===== src/cssw_consts.vh =====
// Constants for the clock source select switch: offsets, fields, resets, timing
`ifndef CSSW_CONSTS_VH
`define CSSW_CONSTS_VH

// Register byte offsets
`define CSSW_OFF_CTRL        4'h0
`define CSSW_OFF_TRIM        4'h4
`define CSSW_OFF_CFG         4'h8

// Control/status register fields
`define CSSW_SRC_LSB         0
`define CSSW_FREQ_LSB        2
`define CSSW_RANGE_LSB       4
`define CSSW_REQ_BIT         6
`define CSSW_ENG_BIT         7

// Configuration register fields
`define CSSW_PINOUT_BIT      0
`define CSSW_RUNSTOP_BIT     1

// Source select encodings
`define CSSW_SRC_INT         2'h0
`define CSSW_SRC_EXT         2'h1
`define CSSW_SRC_RC          2'h2
`define CSSW_SRC_XTAL        2'h3

// Internal frequency encodings
`define CSSW_FREQ_4M0        2'h0
`define CSSW_FREQ_8M0        2'h1
`define CSSW_FREQ_12M8       2'h2

// Reset values
`define CSSW_RST_FREQ        2'h2
`define CSSW_RST_TRIM        8'h00

// Phase increments for a 16-bit accumulator at 40 MHz (f * 65536 / 40 MHz)
`define CSSW_INC_12M8        16'h51EC
`define CSSW_INC_8M0         16'h3333
`define CSSW_INC_4M0         16'h199A

// Source edges to see before switching over
`define CSSW_EDGES_NEEDED    2'h2

// Bus responses
`define CSSW_RESP_OKAY       2'h0
`define CSSW_RESP_SLVERR     2'h2

`endif


===== src/cssw_top.v =====
// Clock source select switch with AXI4-Lite register access
`include "cssw_consts.vh"

module cssw_top #(
  parameter ADDR_W = 4                        // Byte address width of the map
) (
  input  wire              aclk,
  input  wire              aresetn,
  input  wire [ADDR_W-1:0] s_axi_awaddr,
  input  wire [2:0]        s_axi_awprot,
  input  wire              s_axi_awvalid,
  output reg               s_axi_awready,
  input  wire [31:0]       s_axi_wdata,
  input  wire [3:0]        s_axi_wstrb,
  input  wire              s_axi_wvalid,
  output reg               s_axi_wready,
  output reg  [1:0]        s_axi_bresp,
  output reg               s_axi_bvalid,
  input  wire              s_axi_bready,
  input  wire [ADDR_W-1:0] s_axi_araddr,
  input  wire [2:0]        s_axi_arprot,
  input  wire              s_axi_arvalid,
  output reg               s_axi_arready,
  output reg  [31:0]       s_axi_rdata,
  output reg  [1:0]        s_axi_rresp,
  output reg               s_axi_rvalid,
  input  wire              s_axi_rready,
  input  wire              clock_input_pin,
  input  wire              rc_clock,
  input  wire              crystal_clock,
  input  wire              stop_mode,
  input  wire              system_osc_enable,
  output reg               clock_output_pin,
  output reg               clock_output_pin_oe_n,
  output reg               input_pin_clock_enable,
  output reg               crystal_amp_enable,
  output reg               internal_osc_clock,
  output reg               clock_x4,
  output reg               clock_x2
);

  // Switch sequencer states
  localparam ST_INT     = 3'h0;             // Running from internal oscillator
  localparam ST_COUNT   = 3'h1;             // Counting external rising edges
  localparam ST_ENGAGE  = 3'h2;             // Engaged flag set, internal still on
  localparam ST_EXT     = 3'h3;             // Running from external source
  localparam ST_RESTART = 3'h4;             // Internal restarted, external held

  // Software-visible state
  reg  [1:0]  source_select;                // Clock source option
  reg  [1:0]  internal_freq_select;         // Internal oscillator frequency
  reg  [1:0]  crystal_range_select;         // Crystal amplifier range
  reg         external_clock_request;       // Request to engage external clock
  reg         external_clock_engaged;       // External clock drives the system
  reg  [7:0]  trim_setting;                 // Signed trim of internal period
  reg         pin_clock_out_enable;         // Route x4 to output pin
  reg         run_in_stop;                  // Keep oscillator alive in stop
  // Sequencer and oscillator state
  reg  [2:0]  state;                        // Switch sequencer state
  reg  [1:0]  edge_count;                   // External rising edges seen
  reg         ext_prev;                     // Previous external source level
  reg         internal_run;                 // Internal oscillator running
  reg  [15:0] phase;                        // Internal oscillator accumulator
  // Bus holding registers
  reg              aw_held;                 // Write address captured
  reg              w_held;                  // Write data captured
  reg [ADDR_W-1:0] aw_addr;                 // Captured write address
  reg [7:0]        w_byte;                  // Captured low data byte
  reg              w_lane0;                 // Low byte lane strobe
  // Combinational helpers
  reg  [15:0] base_inc;                     // Nominal increment for frequency
  reg  [15:0] phase_inc;                    // Trimmed increment
  reg         ext_src;                      // Level of selected external source
  reg  [31:0] rd_word;                      // Read mux result
  reg         rd_hit;                       // Read address mapped
  wire [8:0]  trim_step;                    // One trim step, about 0.2 percent
  wire [16:0] trim_prod;                    // Signed trim times step
  wire        osc_allowed;                  // Power gate for all oscillators
  wire        src_rise;                     // Rising edge on external source
  wire        wr_go;                        // Both write halves present
  wire        next_clock_x4;                // Level x4 takes at the next edge

  // Wait mode has no input here: nothing in the block reacts to it
  // Stop mode halts sources unless the system enable or override keeps them
  assign osc_allowed = ~stop_mode | system_osc_enable | run_in_stop;
  assign src_rise = ext_src & ~ext_prev;
  assign wr_go    = aw_held & w_held & ~s_axi_bvalid;

  // Nominal increment; reserved code falls back to the default rate
  always @* begin
    case (internal_freq_select)
      `CSSW_FREQ_4M0: base_inc = `CSSW_INC_4M0;
      `CSSW_FREQ_8M0: base_inc = `CSSW_INC_8M0;
      default:        base_inc = `CSSW_INC_12M8;
    endcase
  end

  // Trim scales the increment: positive trim slows the oscillator
  assign trim_step = base_inc[15:7];
  assign trim_prod = $signed({{9{trim_setting[7]}}, trim_setting}) * $signed({8'h00, trim_step[8:2]});
  always @* begin
    phase_inc = base_inc - trim_prod[15:0];
  end

  // Pick the external source by option code
  always @* begin
    case (source_select)
      `CSSW_SRC_EXT: ext_src = clock_input_pin;
      `CSSW_SRC_RC:  ext_src = rc_clock;
      `CSSW_SRC_XTAL: ext_src = crystal_clock;
      default:       ext_src = 1'b0;
    endcase
  end

  // Internal oscillator model, a phase accumulator on aclk
  always @(posedge aclk) begin
    if (!aresetn) begin
      phase              <= 16'h0000;
      internal_osc_clock <= 1'b0;
    end else if (internal_run & osc_allowed) begin
      phase              <= phase + phase_inc;
      internal_osc_clock <= phase[15];
    end else begin
      // Stopped: hold low so restart begins cleanly
      phase              <= 16'h0000;
      internal_osc_clock <= 1'b0;
    end
  end

  // Switch sequencer between internal and external clocks
  always @(posedge aclk) begin
    if (!aresetn) begin
      state                  <= ST_INT;
      edge_count             <= 2'h0;
      ext_prev               <= 1'b0;
      internal_run           <= 1'b1;
      external_clock_engaged <= 1'b0;
    end else begin
      ext_prev <= ext_src;
      case (state)
        ST_INT: begin
          edge_count <= 2'h0;
          // Request only counts once an external option is chosen
          if (external_clock_request && source_select != `CSSW_SRC_INT) begin
            state <= ST_COUNT;
          end
        end
        ST_COUNT: begin
          if (!external_clock_request) begin
            // Request withdrawn before the switch
            state <= ST_INT;
          end else if (src_rise) begin
            edge_count <= edge_count + 2'h1;
            if (edge_count + 2'h1 == `CSSW_EDGES_NEEDED) begin
              state                  <= ST_ENGAGE;
              external_clock_engaged <= 1'b1;
            end
          end
        end
        ST_ENGAGE: begin
          // Internal stops only after the flag is visible
          internal_run <= 1'b0;
          state        <= ST_EXT;
        end
        ST_EXT: begin
          if (!external_clock_request && source_select == `CSSW_SRC_INT) begin
            internal_run <= 1'b1;
            state        <= ST_RESTART;
          end
        end
        ST_RESTART: begin
          // Drop the flag once the internal source runs again
          external_clock_engaged <= 1'b0;
          state                  <= ST_INT;
        end
        default: begin
          state <= ST_INT;
        end
      endcase
    end
  end

  // Level for x4: low when stopped or during the engage cycle, external once engaged, else internal
  assign next_clock_x4 = ~osc_allowed ? 1'b0 :
                         external_clock_engaged ? (state != ST_ENGAGE) & ext_src : internal_osc_clock;

  // Clock register and divider; x2 toggles only where x4 itself rises, so the pair never drifts apart
  always @(posedge aclk) begin
    if (!aresetn) begin
      clock_x4 <= 1'b0;
      clock_x2 <= 1'b0;
    end else begin
      clock_x4 <= next_clock_x4;
      if (~clock_x4 & next_clock_x4) begin
        clock_x2 <= ~clock_x2;
      end
    end
  end

  // Pin enables and output pin drive
  always @(posedge aclk) begin
    if (!aresetn) begin
      input_pin_clock_enable <= 1'b0;
      crystal_amp_enable     <= 1'b0;
      clock_output_pin       <= 1'b0;
      clock_output_pin_oe_n  <= 1'b1;
    end else begin
      input_pin_clock_enable <= (source_select != `CSSW_SRC_INT) & osc_allowed;
      crystal_amp_enable     <= (source_select == `CSSW_SRC_XTAL) & osc_allowed;
      case (source_select)
        `CSSW_SRC_XTAL: begin
          // Amplifier output, the enable bit is ignored here
          clock_output_pin      <= ~clock_input_pin;
          clock_output_pin_oe_n <= ~osc_allowed;
        end
        `CSSW_SRC_EXT: begin
          // Pin left to general-purpose use
          clock_output_pin      <= 1'b0;
          clock_output_pin_oe_n <= 1'b1;
        end
        default: begin
          clock_output_pin      <= pin_clock_out_enable & clock_x4;
          clock_output_pin_oe_n <= ~pin_clock_out_enable;
        end
      endcase
    end
  end

  // Write channel capture and register update
  always @(posedge aclk) begin
    if (!aresetn) begin
      s_axi_awready          <= 1'b0;
      s_axi_wready           <= 1'b0;
      s_axi_bvalid           <= 1'b0;
      s_axi_bresp            <= `CSSW_RESP_OKAY;
      aw_held                <= 1'b0;
      w_held                 <= 1'b0;
      aw_addr                <= {ADDR_W{1'b0}};
      w_byte                 <= 8'h00;
      w_lane0                <= 1'b0;
      source_select          <= `CSSW_SRC_INT;
      internal_freq_select   <= `CSSW_RST_FREQ;
      crystal_range_select   <= 2'h0;
      external_clock_request <= 1'b0;
      trim_setting           <= `CSSW_RST_TRIM;
      pin_clock_out_enable   <= 1'b0;
      run_in_stop            <= 1'b0;
    end else begin
      // Ready pulses for one cycle per captured half
      s_axi_awready <= ~aw_held & ~s_axi_awready & s_axi_awvalid;
      s_axi_wready  <= ~w_held & ~s_axi_wready & s_axi_wvalid;
      if (s_axi_awvalid && s_axi_awready) begin
        aw_held <= 1'b1;
        aw_addr <= s_axi_awaddr;
      end
      if (s_axi_wvalid && s_axi_wready) begin
        w_held  <= 1'b1;
        w_byte  <= s_axi_wdata[7:0];
        w_lane0 <= s_axi_wstrb[0];
      end
      if (s_axi_bvalid && s_axi_bready) begin
        s_axi_bvalid <= 1'b0;
      end
      if (wr_go) begin
        aw_held      <= 1'b0;
        w_held       <= 1'b0;
        s_axi_bvalid <= 1'b1;
        s_axi_bresp  <= `CSSW_RESP_OKAY;
        case (aw_addr)
          `CSSW_OFF_CTRL: begin
            if (w_lane0) begin
              source_select          <= w_byte[`CSSW_SRC_LSB +: 2];
              internal_freq_select   <= w_byte[`CSSW_FREQ_LSB +: 2];
              crystal_range_select   <= w_byte[`CSSW_RANGE_LSB +: 2];
              external_clock_request <= w_byte[`CSSW_REQ_BIT];
            end
          end
          `CSSW_OFF_TRIM: begin
            if (w_lane0) begin
              trim_setting <= w_byte;
            end
          end
          `CSSW_OFF_CFG: begin
            if (w_lane0) begin
              pin_clock_out_enable <= w_byte[`CSSW_PINOUT_BIT];
              run_in_stop          <= w_byte[`CSSW_RUNSTOP_BIT];
            end
          end
          default: begin
            s_axi_bresp <= `CSSW_RESP_SLVERR;
          end
        endcase
      end
      // External clock mode keeps the pin output enable cleared
      if (source_select == `CSSW_SRC_EXT) begin
        pin_clock_out_enable <= 1'b0;
      end
    end
  end

  // Read mux over the map
  always @* begin
    rd_word = 32'h0000_0000;
    rd_hit  = 1'b1;
    case (s_axi_araddr)
      `CSSW_OFF_CTRL: begin
        rd_word[`CSSW_SRC_LSB +: 2]   = source_select;
        rd_word[`CSSW_FREQ_LSB +: 2]  = internal_freq_select;
        rd_word[`CSSW_RANGE_LSB +: 2] = crystal_range_select;
        rd_word[`CSSW_REQ_BIT]        = external_clock_request;
        rd_word[`CSSW_ENG_BIT]        = external_clock_engaged;
      end
      `CSSW_OFF_TRIM: begin
        rd_word[7:0] = trim_setting;
      end
      `CSSW_OFF_CFG: begin
        rd_word[`CSSW_PINOUT_BIT]  = pin_clock_out_enable;
        rd_word[`CSSW_RUNSTOP_BIT] = run_in_stop;
      end
      default: begin
        rd_hit = 1'b0;
      end
    endcase
  end

  // Read channel: accept, then answer on the next edge; no interrupt output exists
  always @(posedge aclk) begin
    if (!aresetn) begin
      s_axi_arready <= 1'b0;
      s_axi_rvalid  <= 1'b0;
      s_axi_rdata   <= 32'h0000_0000;
      s_axi_rresp   <= `CSSW_RESP_OKAY;
    end else begin
      s_axi_arready <= s_axi_arvalid & ~s_axi_arready & ~s_axi_rvalid;
      if (s_axi_arvalid && s_axi_arready) begin
        s_axi_rvalid <= 1'b1;
        s_axi_rdata  <= rd_word;
        s_axi_rresp  <= rd_hit ? `CSSW_RESP_OKAY : `CSSW_RESP_SLVERR;
      end else if (s_axi_rvalid && s_axi_rready) begin
        s_axi_rvalid <= 1'b0;
      end
    end
  end
endmodule // cssw_top


===== config.mk =====
export PLATFORM = sky130hd
export DESIGN_NAME = cssw_top
export DESIGN_NICKNAME = d
export VERILOG_FILES = /design/src/cssw_top.v
export VERILOG_INCLUDE_DIRS = /design/src
export SDC_FILE = /design/constraint.sdc
export NUM_CORES = 1
export LEC_CHECK = 0
export BUFFER_PORTS_ARGS = -buffer_cell sky130_fd_sc_hd__buf_2
export CORE_AREA = 5 5 119 121
export DETAILED_ROUTE_END_ITERATION = 6
export DIE_AREA = 0 0 124 126
export GPL_TIMING_DRIVEN = 0
export PLACE_DENSITY = 0.66
export SLEW_MARGIN = 0
export SYNTH_ARGS = -nofsm -noshare
export SYNTH_HDL_FRONTEND = slang
export SYNTH_SLANG_ARGS = --single-unit

===== constraint.sdc =====
create_clock -name aclk -period 6.6 [get_ports aclk]
set_input_delay 0.66 -clock aclk [delete_from_list [all_inputs] [get_ports aclk]]
set_output_delay 0.66 -clock aclk [all_outputs]
set_load 0.05 [all_outputs]

**Word level (Yosys, flattened, before mapping)**

Cells that the tools add are included.

- Bits of input ports: 62
- Bits in registers: 80
- Output and inout port bits: 48
- Word-level logic and storage cells: 151

- Reductions and logical operators: 31
- Multipliers: 1
- Mux-type cells: 30
- Add/subtract/negate cells: 3
- Equal/unequal tests: 21
- Bitwise operators: 32

Operators with widths:

| cell | number |
|---|---|
| $pmux W15 S2 | 1 |
| $add A16 B16 Y16 | 1 |
| $sub A16 B16 Y16 | 1 |
| $and A1 B1 Y1 | 15 |
| $mul A8 B7 Y15 | 1 |
| $mux W3 | 5 |
| $not A1 Y1 | 15 |
| $pmux W3 S4 | 1 |
| $pmux W6 S2 | 1 |
| $reduce_and A3 Y1 | 4 |
| $reduce_bool A2 Y1 | 6 |
| $mux W1 | 11 |
| $ne A2 B2 Y1 const B | 5 |
| $eq A4 B3 Y1 const B | 2 |
| $eq A4 B4 Y1 const B | 2 |
| $logic_not A4 Y1 | 2 |
| $mux W2 | 4 |
| $pmux W1 S2 | 4 |
| $reduce_and A4 Y1 | 2 |
| $logic_and A1 B1 Y1 | 7 |
| $eq A2 B2 Y1 const B | 3 |
| $eq A3 B2 Y1 const B | 2 |
| $ne A3 B3 Y1 const B | 2 |
| $pmux W2 S3 | 1 |
| 14 further kinds | 20 |

**Longest topological paths before layout**

- Word-level depth: 6
- Depth in mapped cells: 28
- Mapped depth without buffers: 26

**Least setup slack after synthesis**

Ideal clock, no wire load.

- Kind: flip-flop to flip-flop
- Start: reg internal_freq_select[0]
- End: reg phase[15]
- Slack: 0.922 ns
- Clock period less this slack: 5.678 ns
- Required time: 6.472 ns
- Buffers on the path: 2
- Data arrival time: 5.550 ns
- Library setup time: 0.128 ns
- Cell stages (with the launch flop): 29
- Cells stage by stage: dfxtp_1 > nor2b_1 > buf_1 > and2_1 > ha_1 > inv_1 > fa_1 > inv_1 > fa_1 > inv_1 > fa_1 > inv_1 > ha_1 > and3_1 > a221oi_2 > a21oi_2 > o21a_1 > nor2_1 > xnor2_1 > ha_1 > inv_1 > ha_1 > clkbuf_1 > a21o_1 > a21o_1 > a21oi_1 > o21ai_0 > xor2_1 > nor2_1

- Cells in the longest elaborated chain, start to end: 5
- Elaborated cells on any way between the ends: 6
- Classes of those cells: add/sub (2); mul (1); eq/ne (1); mux (1); reduce/logical (1)

Ends and longest elaborated chain:

| element | RTL line | RTL |
|---|---|---|
| start: declaration | cssw_top.v:51 | `reg [1:0] internal_freq_select;` |
| start signal: assignment | cssw_top.v:242 | `` internal_freq_select <= `CSSW_RST_FREQ; `` |
| start signal: assignment | cssw_top.v:273 | `` internal_freq_select <= w_byte[`CSSW_FREQ_LSB +: 2]; `` |
| $eq A2 B1 Y1 / $logic_not A2 Y1 (equally long branches) | cssw_top.v:91 | `case (internal_freq_select)` |
| $pmux W15 S2 * | cssw_top.v:91 |  |
| $mul A8 B7 Y15 | cssw_top.v:100 | `assign trim_prod = $signed({{9{trim_setting[7]}}, trim_setting}) * $signed({8'h00, trim_step[8:2]});` |
| $sub A16 B16 Y16 * | cssw_top.v:102 | `phase_inc = base_inc - trim_prod[15:0];` |
| $add A16 B16 Y16 * | cssw_top.v:121 | `phase <= phase + phase_inc;` |
| end signal: assignment | cssw_top.v:121 |  |
| end: declaration | cssw_top.v:63 | `reg [15:0] phase;` |

Mark *: on every way between the ends. The rest lies on a longest branch, timed or not.
A chain may end at the register's enable or synchronous reset.

**Final worst setup path**

- Start: reg internal_freq_select[1]
- End: reg phase[14]

The elaborated chain is that of the path after synthesis.

==> run summary <==
================================================================================
Worst slew pin tran ...............................................     0.868 ns
Status ............................................................ complete, no violations
Combined global-route utilization of all metal layers .............        17.0%
Die area ..........................................................  15600 sq um
Share of the synthesized area in the top cell type ................        27.4%
Maximum vdd drop ..................................................       124 uV
Number of DRC violations after detailed-routing iteration 0 .......          212
Number of distinct library cells after synthesis ..................           53
Mapped cell area ..................................................   5710 sq um
Highest-count cells in the layout ignoring fill and taps .......... 85 x inv_1, 78 x dfxtp_1, 58 x nand2_1, 58 x nor2_1, 51 x ha_1
Minimum clock period ..............................................      6.17 ns
Initial core utilization ..........................................        44.0%
H-Tree Depth ......................................................            3
Clock latency on the worst-skew pair ..............................      0.34 ns
Final setup viols .................................................            0
Initial DRT Pass Iterations .......................................            5
Clock sink total ..................................................           78
Final instance area ...............................................   6590 sq um
Setup repair after global routing missed its margin ...............        false
Total Neg Setup Slack .............................................         0 ns
Detailed-route wire length per cell ...............................      13.5 um
Vias in the first global route ....................................         4672
Boundary Pins .....................................................          110
Class of the tightest hold or removal check ....................... flop to flop
Post-synth EDFFs ..................................................            0
Standard-cell row count ...........................................           42
Most common library cell in the layout ignoring fill and taps .....        inv_1
Die boundary height ...............................................       126 um
Per-cell via count in the routed design ...........................         4.93
Total grt overflow ................................................            0
Data arrival time of the worst path ...............................      6.45 ns
Area grow syn2layout ..............................................        15.4%
Count of antenna-violating nets left after detailed routing .......            0
Pin count of the biggest net entering global routing ..............           14
Sort of element at the start of the critical path .................         flop
Leading post-synthesis cells by cell area ......................... dfxtp_1 27%, fa_1 13%, ha_1 11%, inv_1 5.6%, mux2i_1 4.0%
Width of the die ..................................................       124 um
Seq cells post-synth ..............................................           78
Area post-placement ...............................................   6270 sq um
Total clock buffers created by CTS ................................            9
Post-layout utilization of the core ...............................        50.8%
Drc violations ....................................................            0
PortBufs ..........................................................           49
Post-CTS Resized ..................................................            0
TritonCTS clock tree ..............................................        built
Buffer levels on the longest clock path ...........................            2
Final GP Congestion ...............................................        0.825
Element type at the critical path end .............................         flop
DR vias ...........................................................         4616
Count of warnings emitted by yosys ................................            0
Hold buffers post-CTS .............................................            0
Highest achievable clock rate .....................................    0.162 GHz
Total design power ................................................      1.52 mW
Critical Path Fanout Max ..........................................           10
Final hold violations .............................................            0
Core region area ..................................................  13000 sq um
Post-CTS Setup Repair Bufs ........................................            0
Antenna violations before repair ..................................            0
Share of layout cells above drive strength 1 ......................        13.7%
Leakage ...........................................................      3.20 nW
Routed Wire Length ................................................     12700 um
Library cell used as clock root buffer ............................    clkbuf_16
Rel. slew slack ...................................................        40.6%
Cell type contributing the most total cell area after synthesis ...      dfxtp_1
Synthesized instance count ........................................          670
CP Data Required Time .............................................      6.88 ns
Post-route fraction of the period consumed by the critical path ...        93.5%
Final net count ...................................................          905
Crit Path Category ................................................ flop to flop
Number of antenna cells inserted ..................................            0
Sequential cell area fraction in the yosys report .................        27.4%
Final HPWL from detailed placement ................................     10100 um
Slew Limit Fails ..................................................            0
Count of maximum capacitance violations ...........................            0
Clock skew ........................................................   0.00385 ns
Global-route wire length before repair ............................     21500 um
Hold Slack ........................................................     0.430 ns
Synth Area per Inst ...............................................   8.52 sq um
Top_reg_cell synth ................................................      dfxtp_1
Pwr Density .......................................................  231 nW/um^2
Share of synthesized flip-flops with an asynchronous set or reset .           0%
CTS clock-pin slew for the worst setup and hold paths .............      0.06 ns
================================================================================
area by class of cell:
type                    count  area [sq um]
fillers                  1263          6390
multi-input cells         486          3670
plain buffers              46           272
well taps                 176           220
repair buffers             49           245
inverters                  85           319
clock inverters             6          61.3
flip-flops and latches     78          1560
clock buffers              10           239
worst max-delay path: stages, from the launching register on:
cell and delay [ns]:
dfxtp_1 0.41, nor2b_1 0.07, clkbuf_2 0.18, and2_1 0.22, ha_1 0.28, inv_1 0.05
fa_1 0.54, inv_1 0.06, fa_1 0.52, inv_1 0.05, fa_1 0.50, inv_1 0.04
ha_1 0.33, o21ai_0 0.15, a21boi_0 0.13, o21ai_0 0.25, a21oi_1 0.13, nor2_1 0.18
xor2_1 0.21, fa_1 0.46, ha_1 0.39, a21o_1 0.19, a21o_1 0.17, a21oi_1 0.24
and3_1 0.19, nand3_1 0.08, nand3_1 0.09
metrics by stage:
stage / worst slack (ns) / std cells
global placement: 0.219 / 921
global route: 0.000997 / 936
floorplan: 0.922 / 696
detailed placement: 0.118 / 921
finish: 0.428 / 936
CTS: 0.0831 / 937
Yosys cell counts, types with 4 or more instances:
library cell	n
a211oi_1	5
ha_1	52
xnor2_1	11
nor2_1	59
o21ai_0	17
dfxtp_1	78
a31oi_1	5
clkbuf_1	19
nand2b_1	5
mux2i_1	23
a21o_1	10
nor3_1	19
and2_1	26
xor2_1	10
nand3_1	13
nor2b_1	8
nand2_1	58
inv_1	85
o21a_1	4
a21oi_1	40
buf_4	26
and3_1	9
fa_1	36
cells by family (layout without fill, tap and decap cells):
kind of cell    count (synthesis)  after routing  share of synthesized area [%]
compound gates                108            108                           12.0
xor+xnor                       22             22                           3.62
fa+ha+maj                      88             88                           24.0
buf+inv                       132            196                           10.4
flops                          78             78                           27.4
mux                            24             24                           4.23
other cells                     2             28                          0.132
simple gates                  216            216                           18.3
where the power goes:
group | total [mW] | leakage (nW) | internal [mW] | switching, mW
clock network | 0.501 | 0.148 | 0.302 | 0.199
logic | 0.494 | 2.42 | 0.200 | 0.294
registers | 0.530 | 0.634 | 0.510 | 0.0202
total | 1.52 | 3.20 | 1.01 | 0.514
flip-flops by register name (all words and copies together), names as in the netlist, 2 cells and up:
| register | count |
|---|---|
| aw_addr | 4 |
| source_select | 2 |
| phase | 16 |
| s_axi_rdata | 8 |
| trim_setting | 8 |
| state | 3 |
| w_byte | 8 |
| internal_freq_select | 2 |
| edge_count | 2 |
| crystal_range_select | 2 |
path summary, 6_finish.rpt:
kind,cells past startpoint,slack (ns),start,to
setup / recovery,26,0.43,internal_freq_select[1],phase[14]
hold reg to reg,1,0.43,aw_held,s_axi_awready
setup reg to reg,26,0.43,internal_freq_select[1],phase[14]
hold / removal,1,0.43,aw_held,s_axi_awready
layer usage:
metal | global-route usage [%] | up-vias | routed length, um
li1 | - | 2325 | -
met1 | 21.8 | 2164 | 5550
met2 | 28.3 | 106 | 6270
met4 | 6.19 | 0 | 286
met5 | 0 | - | 0
met3 | 3.09 | 21 | 553
Note: power is estimated with default switching activity, not from simulation.
